<file path="src/verilog/irq_map_consts.vh">
/*
 constants for the irq vector and priority map: register offsets, field positions,
 irq numbering, vector numbers and reset values. assumes inclusion by bare name.
*/
`ifndef IRQ_MAP_CONSTS_VH
`define IRQ_MAP_CONSTS_VH

// register byte offsets
`define OFS_FLAG_WORD1 8'h00
`define OFS_FLAG_WORD2 8'h04
`define OFS_ENABLE_WORD1 8'h08
`define OFS_ENABLE_WORD2 8'h0C
`define OFS_PRIO_CTRL_8 8'h10
`define OFS_PRIO_CTRL_12 8'h20
`define OFS_CONFIG 8'h24
`define OFS_WINNER 8'h28

// source numbering
`define NUM_SRC 40
`define IRQ_BASE 7'd44
`define WORD1_SHIFT 12
`define WORD1_SRC 20
`define NUM_SLOT 20
`define VEC_BASE 6'd32

// vector numbers
`define VEC_PORT_CHANGE 6'd33
`define VEC_PARALLEL 6'd34
`define VEC_SERIAL2 6'd35
`define VEC_UART2 6'd36
`define VEC_TWOWIRE2 6'd37
`define VEC_UART3 6'd38
`define VEC_UART4 6'd39
`define VEC_UART5 6'd40
`define VEC_CHARGE 6'd41
`define VEC_DMA_CHANNEL_ZERO 6'd42
`define VEC_COMPARATOR3 6'd46
`define VEC_CAN_PORT_ONE 6'd47
`define VEC_SERIAL3 6'd48
`define VEC_SERIAL4 6'd49

// priority slot layout
`define SLOT_PRIO_MSB 4
`define SLOT_PRIO_LSB 2
`define SLOT_SUB_MSB 1
`define SLOT_SUB_LSB 0
`define SLOT_MASK 8'h1F
`define SLOT_RESET 5'h00

// winner and config register fields
`define WIN_VALID_BIT 31
`define CFG_SMALL_BIT 0
`define CFG_RESET 1'b0

`endif

</file>
<file path="src/verilog/irq_flag_cell.v">
/*
 one sticky interrupt flag with set-over-clear.
 assumes requests synchronous to clock; persistent sources are levels,
 non-persistent sources set on a rising edge only.
*/
`timescale 1ns/1ps
module irq_flag_cell #(
	parameter PERSIST = 1
) (
	input wire clock,
	input wire sys_rst,
	input wire request,
	input wire clearPulse,
	input wire implemented,
	output reg flag_r
);
	reg reqPrev_r;
	wire setEvent;
	wire flag_nxt;

	// level keeps setting while held, edge sets once
	assign setEvent = implemented & (PERSIST ? request : (request & ~reqPrev_r));
	// set wins over a clear in the same cycle
	assign flag_nxt = setEvent | (flag_r & ~clearPulse & implemented);

	always @(posedge clock) begin
		if (sys_rst) begin
			flag_r <= 1'b0;
			reqPrev_r <= 1'b0;
		end else begin
			flag_r <= flag_nxt;
			reqPrev_r <= request;
		end
	end
endmodule // irq_flag_cell

</file>
<file path="src/verilog/irq_vector_priority_map.v">
/*
 interrupt map for irq 44 to 83: sticky flags, enables, priority control
 registers 8 to 12, package variant masking and winner selection, over apb.
 assumes peripheral requests synchronous to clock and a single apb master.
*/
// Local design decisions: the placing of the registers and the APB slave port.
`timescale 1ns/1ps
`include "irq_map_consts.vh"
module irq_vector_priority_map (
	input wire clock,
	input wire sys_rst,
	input wire [7:0] paddr,
	input wire psel,
	input wire penable,
	input wire pwrite,
	input wire [31:0] pwdata,
	output reg [31:0] prdata,
	output wire pready,
	output wire pslverr,
	input wire [39:0] irqRequest,
	output reg irqOut,
	output reg winValid_r,
	output reg [5:0] winVector_r,
	output reg [6:0] winIrq_r,
	output reg [2:0] winPriority_r,
	output reg [1:0] winSubpriority_r
);
	// source index to vector number
	function [5:0] vec_of;
		input integer idx;
		begin
			if (idx <= 6)
				vec_of = `VEC_PORT_CHANGE;
			else if (idx <= 8)
				vec_of = `VEC_PARALLEL;
			else if (idx <= 11)
				vec_of = `VEC_SERIAL2;
			else if (idx <= 14)
				vec_of = `VEC_UART2;
			else if (idx <= 17)
				vec_of = `VEC_TWOWIRE2;
			else if (idx <= 20)
				vec_of = `VEC_UART3;
			else if (idx <= 23)
				vec_of = `VEC_UART4;
			else if (idx <= 26)
				vec_of = `VEC_UART5;
			else if (idx == 27)
				vec_of = `VEC_CHARGE;
			else if (idx <= 31)
				vec_of = `VEC_DMA_CHANNEL_ZERO + idx[5:0] - 6'd28;
			else if (idx == 32)
				vec_of = `VEC_COMPARATOR3;
			else if (idx == 33)
				vec_of = `VEC_CAN_PORT_ONE;
			else if (idx <= 36)
				vec_of = `VEC_SERIAL3;
			else
				vec_of = `VEC_SERIAL4;
		end
	endfunction

	// sources missing on the small package
	function small_gone;
		input integer idx;
		begin
			small_gone = (idx >= 24 && idx <= 27) || (idx >= 37);
		end
	endfunction

	// dma and comparator 3 are edge sourced
	function persist_of;
		input integer idx;
		begin
			persist_of = !(idx >= 28 && idx <= 32);
		end
	endfunction

	// apb phases and decode
	wire setupPhase;
	wire accessPhase;
	wire writeStrobe;
	reg addrHit;
	reg [31:0] readWord;

	// state
	wire [39:0] flag;
	reg [39:0] enable_r;
	reg [4:0] prioSlot_r [0:19];
	reg smallPackage_r;

	// derived per source
	wire [39:0] implemented;
	wire [39:0] pending;
	wire [39:0] clearPulse;
	wire [199:0] keyFlat;
	wire [39:0] word1Clear;
	wire [39:0] word2Clear;

	// winner
	wire [5:0] selIndex;
	wire [4:0] selKey;
	wire selValid;

	integer s;
	integer r;

	assign setupPhase = psel & ~penable;
	assign accessPhase = psel & penable;
	// zero wait state: answer in the first access cycle
	assign pready = accessPhase;
	assign pslverr = accessPhase & ~addrHit;
	assign writeStrobe = accessPhase & pwrite & addrHit;

	// flag words: irq 44-63 at word 1 bits 12-31, irq 64-83 at word 2 bits 0-19
	assign word1Clear = {20'h00000, pwdata[31:`WORD1_SHIFT]};
	assign word2Clear = {pwdata[19:0], 20'h00000};

	assign clearPulse = (writeStrobe && paddr == `OFS_FLAG_WORD1) ? word1Clear :
		(writeStrobe && paddr == `OFS_FLAG_WORD2) ? word2Clear : 40'h0000000000;

	genvar g;
	generate
		for (g = 0; g < `NUM_SRC; g = g + 1) begin : srcGen
			localparam [5:0] VEC = vec_of(g);
			localparam integer SLOT = VEC - `VEC_BASE;
			localparam GONE = small_gone(g);
			wire [4:0] slotVal;

			assign implemented[g] = ~(GONE & smallPackage_r);
			assign slotVal = prioSlot_r[SLOT];
			assign keyFlat[g*5 +: 5] = slotVal;
			// zero priority never competes
			assign pending[g] = flag[g] & enable_r[g] & implemented[g] &
				(slotVal[`SLOT_PRIO_MSB:`SLOT_PRIO_LSB] != 3'h0);

			irq_flag_cell #(
				.PERSIST(persist_of(g))
			) flagCell (
				.clock(clock),
				.sys_rst(sys_rst),
				.request(irqRequest[g]),
				.clearPulse(clearPulse[g]),
				.implemented(implemented[g]),
				.flag_r(flag[g])
			);
		end
	endgenerate

	irq_winner_select winnerSel (
		.pending(pending),
		.keyFlat(keyFlat),
		.winIndex(selIndex),
		.winKey(selKey),
		.winValid(selValid)
	);

	// address decode and read mux
	always @* begin
		addrHit = 1'b1;
		readWord = 32'h00000000;
		if (paddr == `OFS_FLAG_WORD1) begin
			readWord = {flag[19:0], 12'h000};
		end else if (paddr == `OFS_FLAG_WORD2) begin
			readWord = {12'h000, flag[39:20]};
		end else if (paddr == `OFS_ENABLE_WORD1) begin
			readWord = {enable_r[19:0] & implemented[19:0], 12'h000};
		end else if (paddr == `OFS_ENABLE_WORD2) begin
			readWord = {12'h000, enable_r[39:20] & implemented[39:20]};
		end else if (paddr >= `OFS_PRIO_CTRL_8 && paddr <= `OFS_PRIO_CTRL_12 &&
			paddr[1:0] == 2'b00) begin
			// top three bits of each byte stay zero
			for (r = 0; r < 4; r = r + 1) begin
				readWord[r*8 +: 8] = {3'b000,
					prioSlot_r[{paddr[4:2] - 3'h4, 2'b00} + r[4:0]]};
			end
		end else if (paddr == `OFS_CONFIG) begin
			readWord[`CFG_SMALL_BIT] = smallPackage_r;
		end else if (paddr == `OFS_WINNER) begin
			readWord[`WIN_VALID_BIT] = winValid_r;
			readWord[21:20] = winSubpriority_r;
			readWord[18:16] = winPriority_r;
			readWord[14:8] = winIrq_r;
			readWord[5:0] = winVector_r;
		end else begin
			addrHit = 1'b0;
		end
	end

	// read data captured in the setup cycle
	always @(posedge clock) begin
		if (sys_rst) begin
			prdata <= 32'h00000000;
		end else if (setupPhase && !pwrite) begin
			prdata <= readWord;
		end
	end

	// enable words
	always @(posedge clock) begin
		if (sys_rst) begin
			enable_r <= 40'h0000000000;
		end else if (writeStrobe && paddr == `OFS_ENABLE_WORD1) begin
			enable_r[19:0] <= pwdata[31:`WORD1_SHIFT];
		end else if (writeStrobe && paddr == `OFS_ENABLE_WORD2) begin
			enable_r[39:20] <= pwdata[19:0];
		end
	end

	// priority control slots: five bits kept per byte
	always @(posedge clock) begin
		if (sys_rst) begin
			for (s = 0; s < `NUM_SLOT; s = s + 1) begin
				prioSlot_r[s] <= `SLOT_RESET;
			end
		end else if (writeStrobe && paddr >= `OFS_PRIO_CTRL_8 &&
			paddr <= `OFS_PRIO_CTRL_12) begin
			for (s = 0; s < 4; s = s + 1) begin
				prioSlot_r[{paddr[4:2] - 3'h4, 2'b00} + s[4:0]] <=
					pwdata[s*8 +: 5];
			end
		end
	end

	// package variant
	always @(posedge clock) begin
		if (sys_rst) begin
			smallPackage_r <= `CFG_RESET;
		end else if (writeStrobe && paddr == `OFS_CONFIG) begin
			smallPackage_r <= pwdata[`CFG_SMALL_BIT];
		end
	end

	// winning vector and interrupt line
	always @(posedge clock) begin
		if (sys_rst) begin
			irqOut <= 1'b0;
			winValid_r <= 1'b0;
			winVector_r <= 6'h00;
			winIrq_r <= 7'h00;
			winPriority_r <= 3'h0;
			winSubpriority_r <= 2'h0;
		end else begin
			irqOut <= selValid;
			winValid_r <= selValid;
			if (selValid) begin
				winVector_r <= vec_of_index(selIndex);
				winIrq_r <= `IRQ_BASE + {1'b0, selIndex};
				winPriority_r <= selKey[`SLOT_PRIO_MSB:`SLOT_PRIO_LSB];
				winSubpriority_r <= selKey[`SLOT_SUB_MSB:`SLOT_SUB_LSB];
			end else begin
				winVector_r <= 6'h00;
				winIrq_r <= 7'h00;
				winPriority_r <= 3'h0;
				winSubpriority_r <= 2'h0;
			end
		end
	end

	// runtime wrapper of the vector table
	function [5:0] vec_of_index;
		input [5:0] idx;
		integer k;
		begin
			vec_of_index = 6'h00;
			for (k = 0; k < `NUM_SRC; k = k + 1) begin
				if (idx == k[5:0])
					vec_of_index = vec_of(k);
			end
		end
	endfunction
endmodule // irq_vector_priority_map

</file>
<file path="src/verilog/irq_winner_select.v">
/*
 combinational winner pick among pending sources by priority, then subpriority,
 then lowest source index. assumes keys are {priority, subpriority}.
*/
`timescale 1ns/1ps
module irq_winner_select (
	input wire [39:0] pending,
	input wire [199:0] keyFlat,
	output reg [5:0] winIndex,
	output reg [4:0] winKey,
	output reg winValid
);
	integer i;
	reg [4:0] key;

	always @* begin
		key = 5'h00;
		winIndex = 6'h00;
		winKey = 5'h00;
		winValid = 1'b0;
		// strict greater keeps the lower index on a tie
		for (i = 0; i < 40; i = i + 1) begin
			key = keyFlat[i*5 +: 5];
			if (pending[i] && (!winValid || key > winKey)) begin
				winValid = 1'b1;
				winKey = key;
				winIndex = i[5:0];
			end
		end
	end
endmodule // irq_winner_select
</file>
<file path="config.mk">
export PLATFORM = sky130hd
export DESIGN_NAME = irq_vector_priority_map
export DESIGN_NICKNAME = d
export VERILOG_FILES = /design/src/verilog/irq_flag_cell.v /design/src/verilog/irq_vector_priority_map.v /design/src/verilog/irq_winner_select.v
export VERILOG_INCLUDE_DIRS = /design/src /design/src/verilog
export SDC_FILE = /design/constraint.sdc
export NUM_CORES = 1
export LEC_CHECK = 0
export BUFFER_PORTS_ARGS = -buffer_cell sky130_fd_sc_hd__buf_2
export CAP_MARGIN = 20
export CORE_ASPECT_RATIO = 1.1
export CORE_UTILIZATION = 40
export DETAILED_ROUTE_END_ITERATION = 10
export HOLD_SLACK_MARGIN = 0.15
export PLACE_DENSITY = 0.65
export SYNTH_ARGS = -nofsm -noshare
export SYNTH_HDL_FRONTEND = slang
export SYNTH_SLANG_ARGS = --single-unit
</file>
<file path="constraint.sdc">
create_clock -name clock -period 116.6 [get_ports clock]
set_input_delay 17.49 -clock clock [delete_from_list [all_inputs] [get_ports clock]]
set_output_delay 17.49 -clock clock [all_outputs]
set_load 0.1 [all_outputs]
</file>
==> results_dict.tcl, run 1 <==
set metrics [dict create \
    syn_avg_cell_area_sq_um 8.77 \
    synth_edf_count 160 \
    p_per_area_mw_per_mm2 10.4 \
    rsz0062_at_grt "no" \
    final_cell_area_sq_mm 0.0255 \
    cpPeakStageDelay_ns 0.77 \
    path_max_fanout 13 \
    grt_pass1_wl_microns 122000 \
    cp_slowest_cell "a222oi_1" \
    postCtsSetupRepairBufs 0 \
    max_freq_ghz 0.0143 \
    end_kind "flop" \
    worstPathRequired_ns 117.02 \
    synth_cell_type_count 136 \
    cts_resized 0 \
    ys_ff_latch 297 \
    fin_crit_sh_pct 60.1 \
    r2r_cells 353 \
    fin_nets 2995 \
    fin_skew_ns 0.0153 \
    die_w_microns 230 \
    drc 0 \
    io_buffers 138 \
    die-area_sq_mm 0.0579 \
    syn_inst 2597 \
    cts_tree "yes" \
    final_cell_mix "nand2_1 (298), nor2_1 (257), a21oi_1 (207), edfxtp_1 (160)" \
    leakage_nw 9.95 \
    vdd_ir_drop_max_mv 0.00963 \
    setup_viol 0 \
    area_growth_syn_to_layout_pct 11.9 \
    r2r_start "srcGen[4].flagCell.flag_r" \
    post_dp_cell_area_sq_mm 0.0243 \
    syn_area_sq_mm 0.0228 \
    min_to "prdata[14]" \
    startpoint_type "flop" \
    synth_ff_type "edfxtp_1" \
    wl_per_cell_microns 23.1 \
    synthArstFlopShare_pct 0 \
    power.total_w 0.000266 \
    hp-start "prdata[14]" \
    maxCapViolCount 0 \
    finalHoldViolations 0 \
    crit_top_cell "ha_1" \
    grt_max_degree 72 \
    drt-initial-drc-count 2375 \
    clkSinkCount 297 \
    r2r_end "winVector_r[0]" \
    antenna_found_initial 5 \
    reg2reg_slack_ns 46.52 \
    tightestPinTransition_ns 0.897 \
    mostFrequentLayoutCell "nand2_1" \
    cts_max_path_buffers 3 \
    cts_buffers 35 \
    wirelength_microns 81300 \
    slew_viol_final 0 \
    viasPerCell 6.05 \
    clkLatencyLatePin_ns 0.54 \
    root_buffer "clkbuf_16" \
    clk_pin_slew_worst_paths_ns 0.06 \
    gr-usage-all-layers_pct 27.3 \
    tns_ns 0 \
    drt_pass1_iterations 8 \
    core_sq_mm 0.0561 \
    final_antenna_net_count 0 \
    initial_utilization_pct 40.6 \
    yosysSeqAreaShare_pct 33.1 \
    cts_hold_buf 0 \
    std_cell_rows 91 \
    dp_hpwl_microns 62300 \
    fp.dieH_microns 252 \
    htreeDepth 2 \
    grt_pass1_vias 20400 \
    arrival_ns 70.50 \
    grt-ovfl-total 0 \
    hold_path_depth 2 \
    drive_gt1_share_pct 15.6 \
    hp-class "reg -> reg" \
    outcome "completed" \
    period_minus_slack_ns 70.08 \
    ys.warnings.count 0 \
    vias 21300 \
    crit_type "reg -> reg" \
    place_congestion 0.947 \
    slew-limit-headroom_pct 39.8 \
    final_util_pct 45.4 \
    boundaryPins 139 \
]
flip-flops by register name (all words and copies together), names as in the netlist:
signal,flops
winIrq_r,7
winVector_r,6
winSubpriority_r,2
winPriority_r,3
prioSlot_r,160
srcGen.flagCell.flag_r,40
srcGen.flagCell.reqPrev_r,5
smallPackage_r,1
enable_r,40
prdata,32
winValid_r,1
critical path, delay by kind of cell (launching register included):
| family | cells | cell delay (ns) |
|---|---|---|
| buf+inv | 33 | 2.62 |
| simple gates | 107 | 16.39 |
| mux | 23 | 8.01 |
| compound gates | 156 | 33.48 |
| flops | 1 | 0.38 |
| fa+ha+maj | 34 | 9.05 |
cells in the mapped netlist, types with 25 or more instances:
cell type | count | area share [%]
nand2_1 | 298 | 4.9
nor2_1 | 258 | 4.3
a21oi_1 | 207 | 4.5
edfxtp_1 | 160 | 21
ha_1 | 156 | 8.6
inv_1 | 156 | 2.6
dfxtp_1 | 137 | 12
and2_1 | 122 | 3.4
o21ai_0 | 115 | 2.5
clkbuf_1 | 70 | 1.2
mux2_2 | 70 | 3.5
nand3_1 | 66 | 1.4
nor3_1 | 61 | 1.3
nor2b_1 | 47 | 1.3
mux2i_1 | 42 | 1.8
mux4_2 | 40 | 4.0
a211oi_1 | 37 | 1.2
a31oi_1 | 32 | 0.88
nand4_1 | 29 | 0.80
and3_1 | 27 | 0.74
o21a_1 | 26 | 0.86
nand2b_1 | 25 | 0.69
stage by stage:
stage / setup WS (ns) / std cells / hold slack (ns)
2_1_floorplan: 56.71 / 2656 / 0.444
3_3_place_gp: 49.24 / 3459 / 0.444
3_5_place_dp: 47.43 / 3459 / 0.450
4_1_cts: 47.28 / 3523 / 0.458
5_1_grt: 40.26 / 3525 / 0.488
6_report: 46.52 / 3526 / 0.459
where the power goes:
| group | switching (W) | internal (W) | total [W] |
|---|---|---|---|
| sequential | 0.00000659 | 0.000115 | 0.000122 |
| combinational | 0.0000204 | 0.0000113 | 0.0000317 |
| clock | 0.0000462 | 0.0000656 | 0.000112 |
cell type report:
type	count	area (sq um)
clock inverter	18	185
sequential	297	7550
clock buffer	46	967
fill	5462	30600
multi-input combinational	2094	14300
timing repair buffer	169	926
antenna	1	2.50
inverter	157	589
tap	744	931
metal layers:
| metal | track usage [%] | vias up | part of all wire (%) |
|---|---|---|---|
| li1 | - | 9866 | - |
| met1 | 35.8 | 10400 | 42 |
| met2 | 45.8 | 939 | 47 |
| met3 | 4.08 | 145 | 8.1 |
| met4 | 8.80 | 2 | 3.1 |
| met5 | 0 | - | 0.016 |
kinds of logic after synthesis:
family / synth area share, %
AOI/OAI and AO/OA: 21.0
xor gates and xnor gates: 0.423
adders and majority gates: 8.61
buffers and inverters: 5.04
DFF: 33.1
muxes: 9.61
other: 0.0165
and+or+nand+nor: 22.1
how the worst max path moves through the flow:
stage / from / end / slack, ns / cells past startpoint
after floorplan: srcGen[4].flagCell.flag_r / winVector_r[0] / 56.71 / 360
after global placement: prioSlot_r[1][4] / winVector_r[0] / 49.24 / 351
after detailed placement: prioSlot_r[1][2] / winVector_r[0] / 47.43 / 353
after CTS: enable_r[4] / winVector_r[0] / 47.28 / 353
after global routing: prioSlot_r[1][2] / winVector_r[0] / 40.26 / 355
final: srcGen[4].flagCell.flag_r / winVector_r[0] / 46.52 / 353
Power figures use the tool's default switching activity.
==> inputs of run 2 (changes only) <==
==> constraint.sdc (replaced) <==
create_clock -name clock -period 70.7 [get_ports clock]
set_input_delay 10.605 -clock clock [delete_from_list [all_inputs] [get_ports clock]]
set_output_delay 10.605 -clock clock [all_outputs]
set_load 0.1 [all_outputs]
==> run 2 against run 1 <==
Effect of this change: worst hold slack better by 0.019 ns; clock skew is 0.0019 ns lower; die area stayed put; critical endpoint unchanged.
==> results_dict.tcl, run 2 (same netlist as run 1, synthesis figures left out) <==
set metrics [dict create \
    outcome "completed" \
    end_kind "flop" \
    p_per_area_mw_per_mm2 16.7 \
    io_buffers 138 \
    vdd_ir_drop_max_mv 0.0216 \
    core_sq_mm 0.0561 \
    finalHoldViolations 0 \
    startpoint_type "flop" \
    drive_gt1_share_pct 17.2 \
    grt_pass1_wl_microns 122000 \
    boundaryPins 139 \
    r2r_start "prioSlot_r[1][3]" \
    wl_per_cell_microns 23.0 \
    power.total_w 0.000431 \
    cts_buffers 31 \
    area_growth_syn_to_layout_pct 13.4 \
    fin_crit_sh_pct 92.8 \
    instances_no_fill 3548 \
    cts_max_path_buffers 3 \
    wirelength_microns 81800 \
    arrival_ns 66.10 \
    fin_nets 3019 \
    drc 0 \
    die-area_sq_mm 0.0579 \
    reg2reg_slack_ns 5.07 \
    grt_max_degree 75 \
    setup_viol 0 \
    place_congestion 0.979 \
    cts_tree "yes" \
    final_cell_mix "nand2_1 (296), nor2_1 (253), a21oi_1 (202), edfxtp_1 (160)" \
    gr-usage-all-layers_pct 27.3 \
    leakage_nw 10.1 \
    crit_family "compound AO/OA/AOI/OAI gates" \
    grt-ovfl-total 0 \
    initial_utilization_pct 40.6 \
    hp-class "reg -> reg" \
    slew-limit-headroom_pct 29.0 \
    crit_type "reg -> reg" \
    antenna_found_initial 3 \
    cp_slowest_cell "edfxtp_1" \
    tns_ns 0 \
    largest_register_ffs 160 \
    std_cell_rows 91 \
    startpoint "prioSlot_r[1][3]" \
    mostFrequentLayoutCell "nand2_1" \
    clkSinkCount 297 \
    fp.dieH_microns 252 \
    vias 21500 \
    crit_top_cell "ha_1" \
    clkLatencyLatePin_ns 0.59 \
    slew_viol_final 0 \
    htreeDepth 1 \
    clk_pin_slew_worst_paths_ns 0.07 \
    critPathBufInv 35 \
    drt_pass1_iterations 7 \
    largest_registers "prioSlot_r: 160 flops, enable_r: 40 flops, srcGen.flagCell.flag_r: 40 flops" \
    regMostFlops "prioSlot_r" \
    max_freq_ghz 0.0152 \
    maxCapViolCount 0 \
    cpPeakStageDelay_ns 0.58 \
    drt-initial-drc-count 2087 \
    period_minus_slack_ns 65.63 \
    grt_pass1_vias 20300 \
    hold_ws_ns 0.478 \
    dp_hpwl_microns 62400 \
    path_max_fanout 13 \
    fill_cells 5428 \
    dp_cells 3463 \
    fin_skew_ns 0.0134 \
    die_w_microns 230 \
    tightestPinTransition_ns 1.07 \
    root_buffer "clkbuf_16" \
    final_antenna_net_count 0 \
    worstPathRequired_ns 71.17 \
    hp-start "enable_r[25]" \
    viasPerCell 6.06 \
]
## run 2: cell count changes in the layout (fill, tap and decap cells not counted), sizes merged
cell and delta:
clkbuf -11, diode +1, buf +29, inv -5, clkinv +7, clkinvlp -2, bufinv +3
## run 2: layer usage
metal	global-route usage [%]	vias up	wire (microns)
met5	0	-	15
met4	8.80	2	2850
met3	3.86	167	6800
met2	45.7	996	38300
met1	36.1	10400	33800
li1	-	9909	-
## run 2: report_power, final
part           internal [W]  total (W)  switching (W)
sequential         0.000190   0.000201      0.0000104
clock              0.000104   0.000176      0.0000718
combinational     0.0000192  0.0000540      0.0000348
total              0.000314   0.000431       0.000117
## run 2: repair_timing
action / CTS / global route
buffers inserted: 0 / 25
setup endpoints to repair: 0 / 18
hold buffers: 0 / 0
gates resized for setup: 0 / 43
## run 2: path summary, 6_finish.rpt
| path | to | cells after the start |
|---|---|---|
| max reg2reg | winVector_r[0] | 353 |
| min | enable_r[25] | 2 |
| min reg2reg | enable_r[25] | 2 |
| max | winVector_r[0] | 353 |
## run 2: layout make-up
type / count / area, sq um / area share, %
Multi-Input combinational cell: 2094 / 14600 / 56.3
Sequential cell: 297 / 7550 / 29.2
Timing Repair Buffer: 197 / 1140 / 4.40
Tap cell: 744 / 931 / 3.60
Clock buffer: 36 / 815 / 3.15
Inverter: 157 / 589 / 2.28
Clock inverter: 21 / 262 / 1.01
Antenna cell: 2 / 5.00 / 0.0194
## run 2: worst min-delay path: cells and delay by family (launching register included)
kind,cells,cell delay [ns]
and+or+nand+nor,1,0.06
AOI/OAI and AO/OA,1,0.05
DFF,1,0.32
## run 2: stage by stage
stage / worst slack [ns] / utilization, % / cell area, sq um
finish: 5.07 / 46.0 / 25800
global route: -0.243 / 46.0 / 25800
detailed placement: 1.47 / 43.4 / 24400
global placement: 3.24 / 43.4 / 24400
floorplan: 10.81 / - / 23000
CTS: 1.29 / 45.3 / 25400
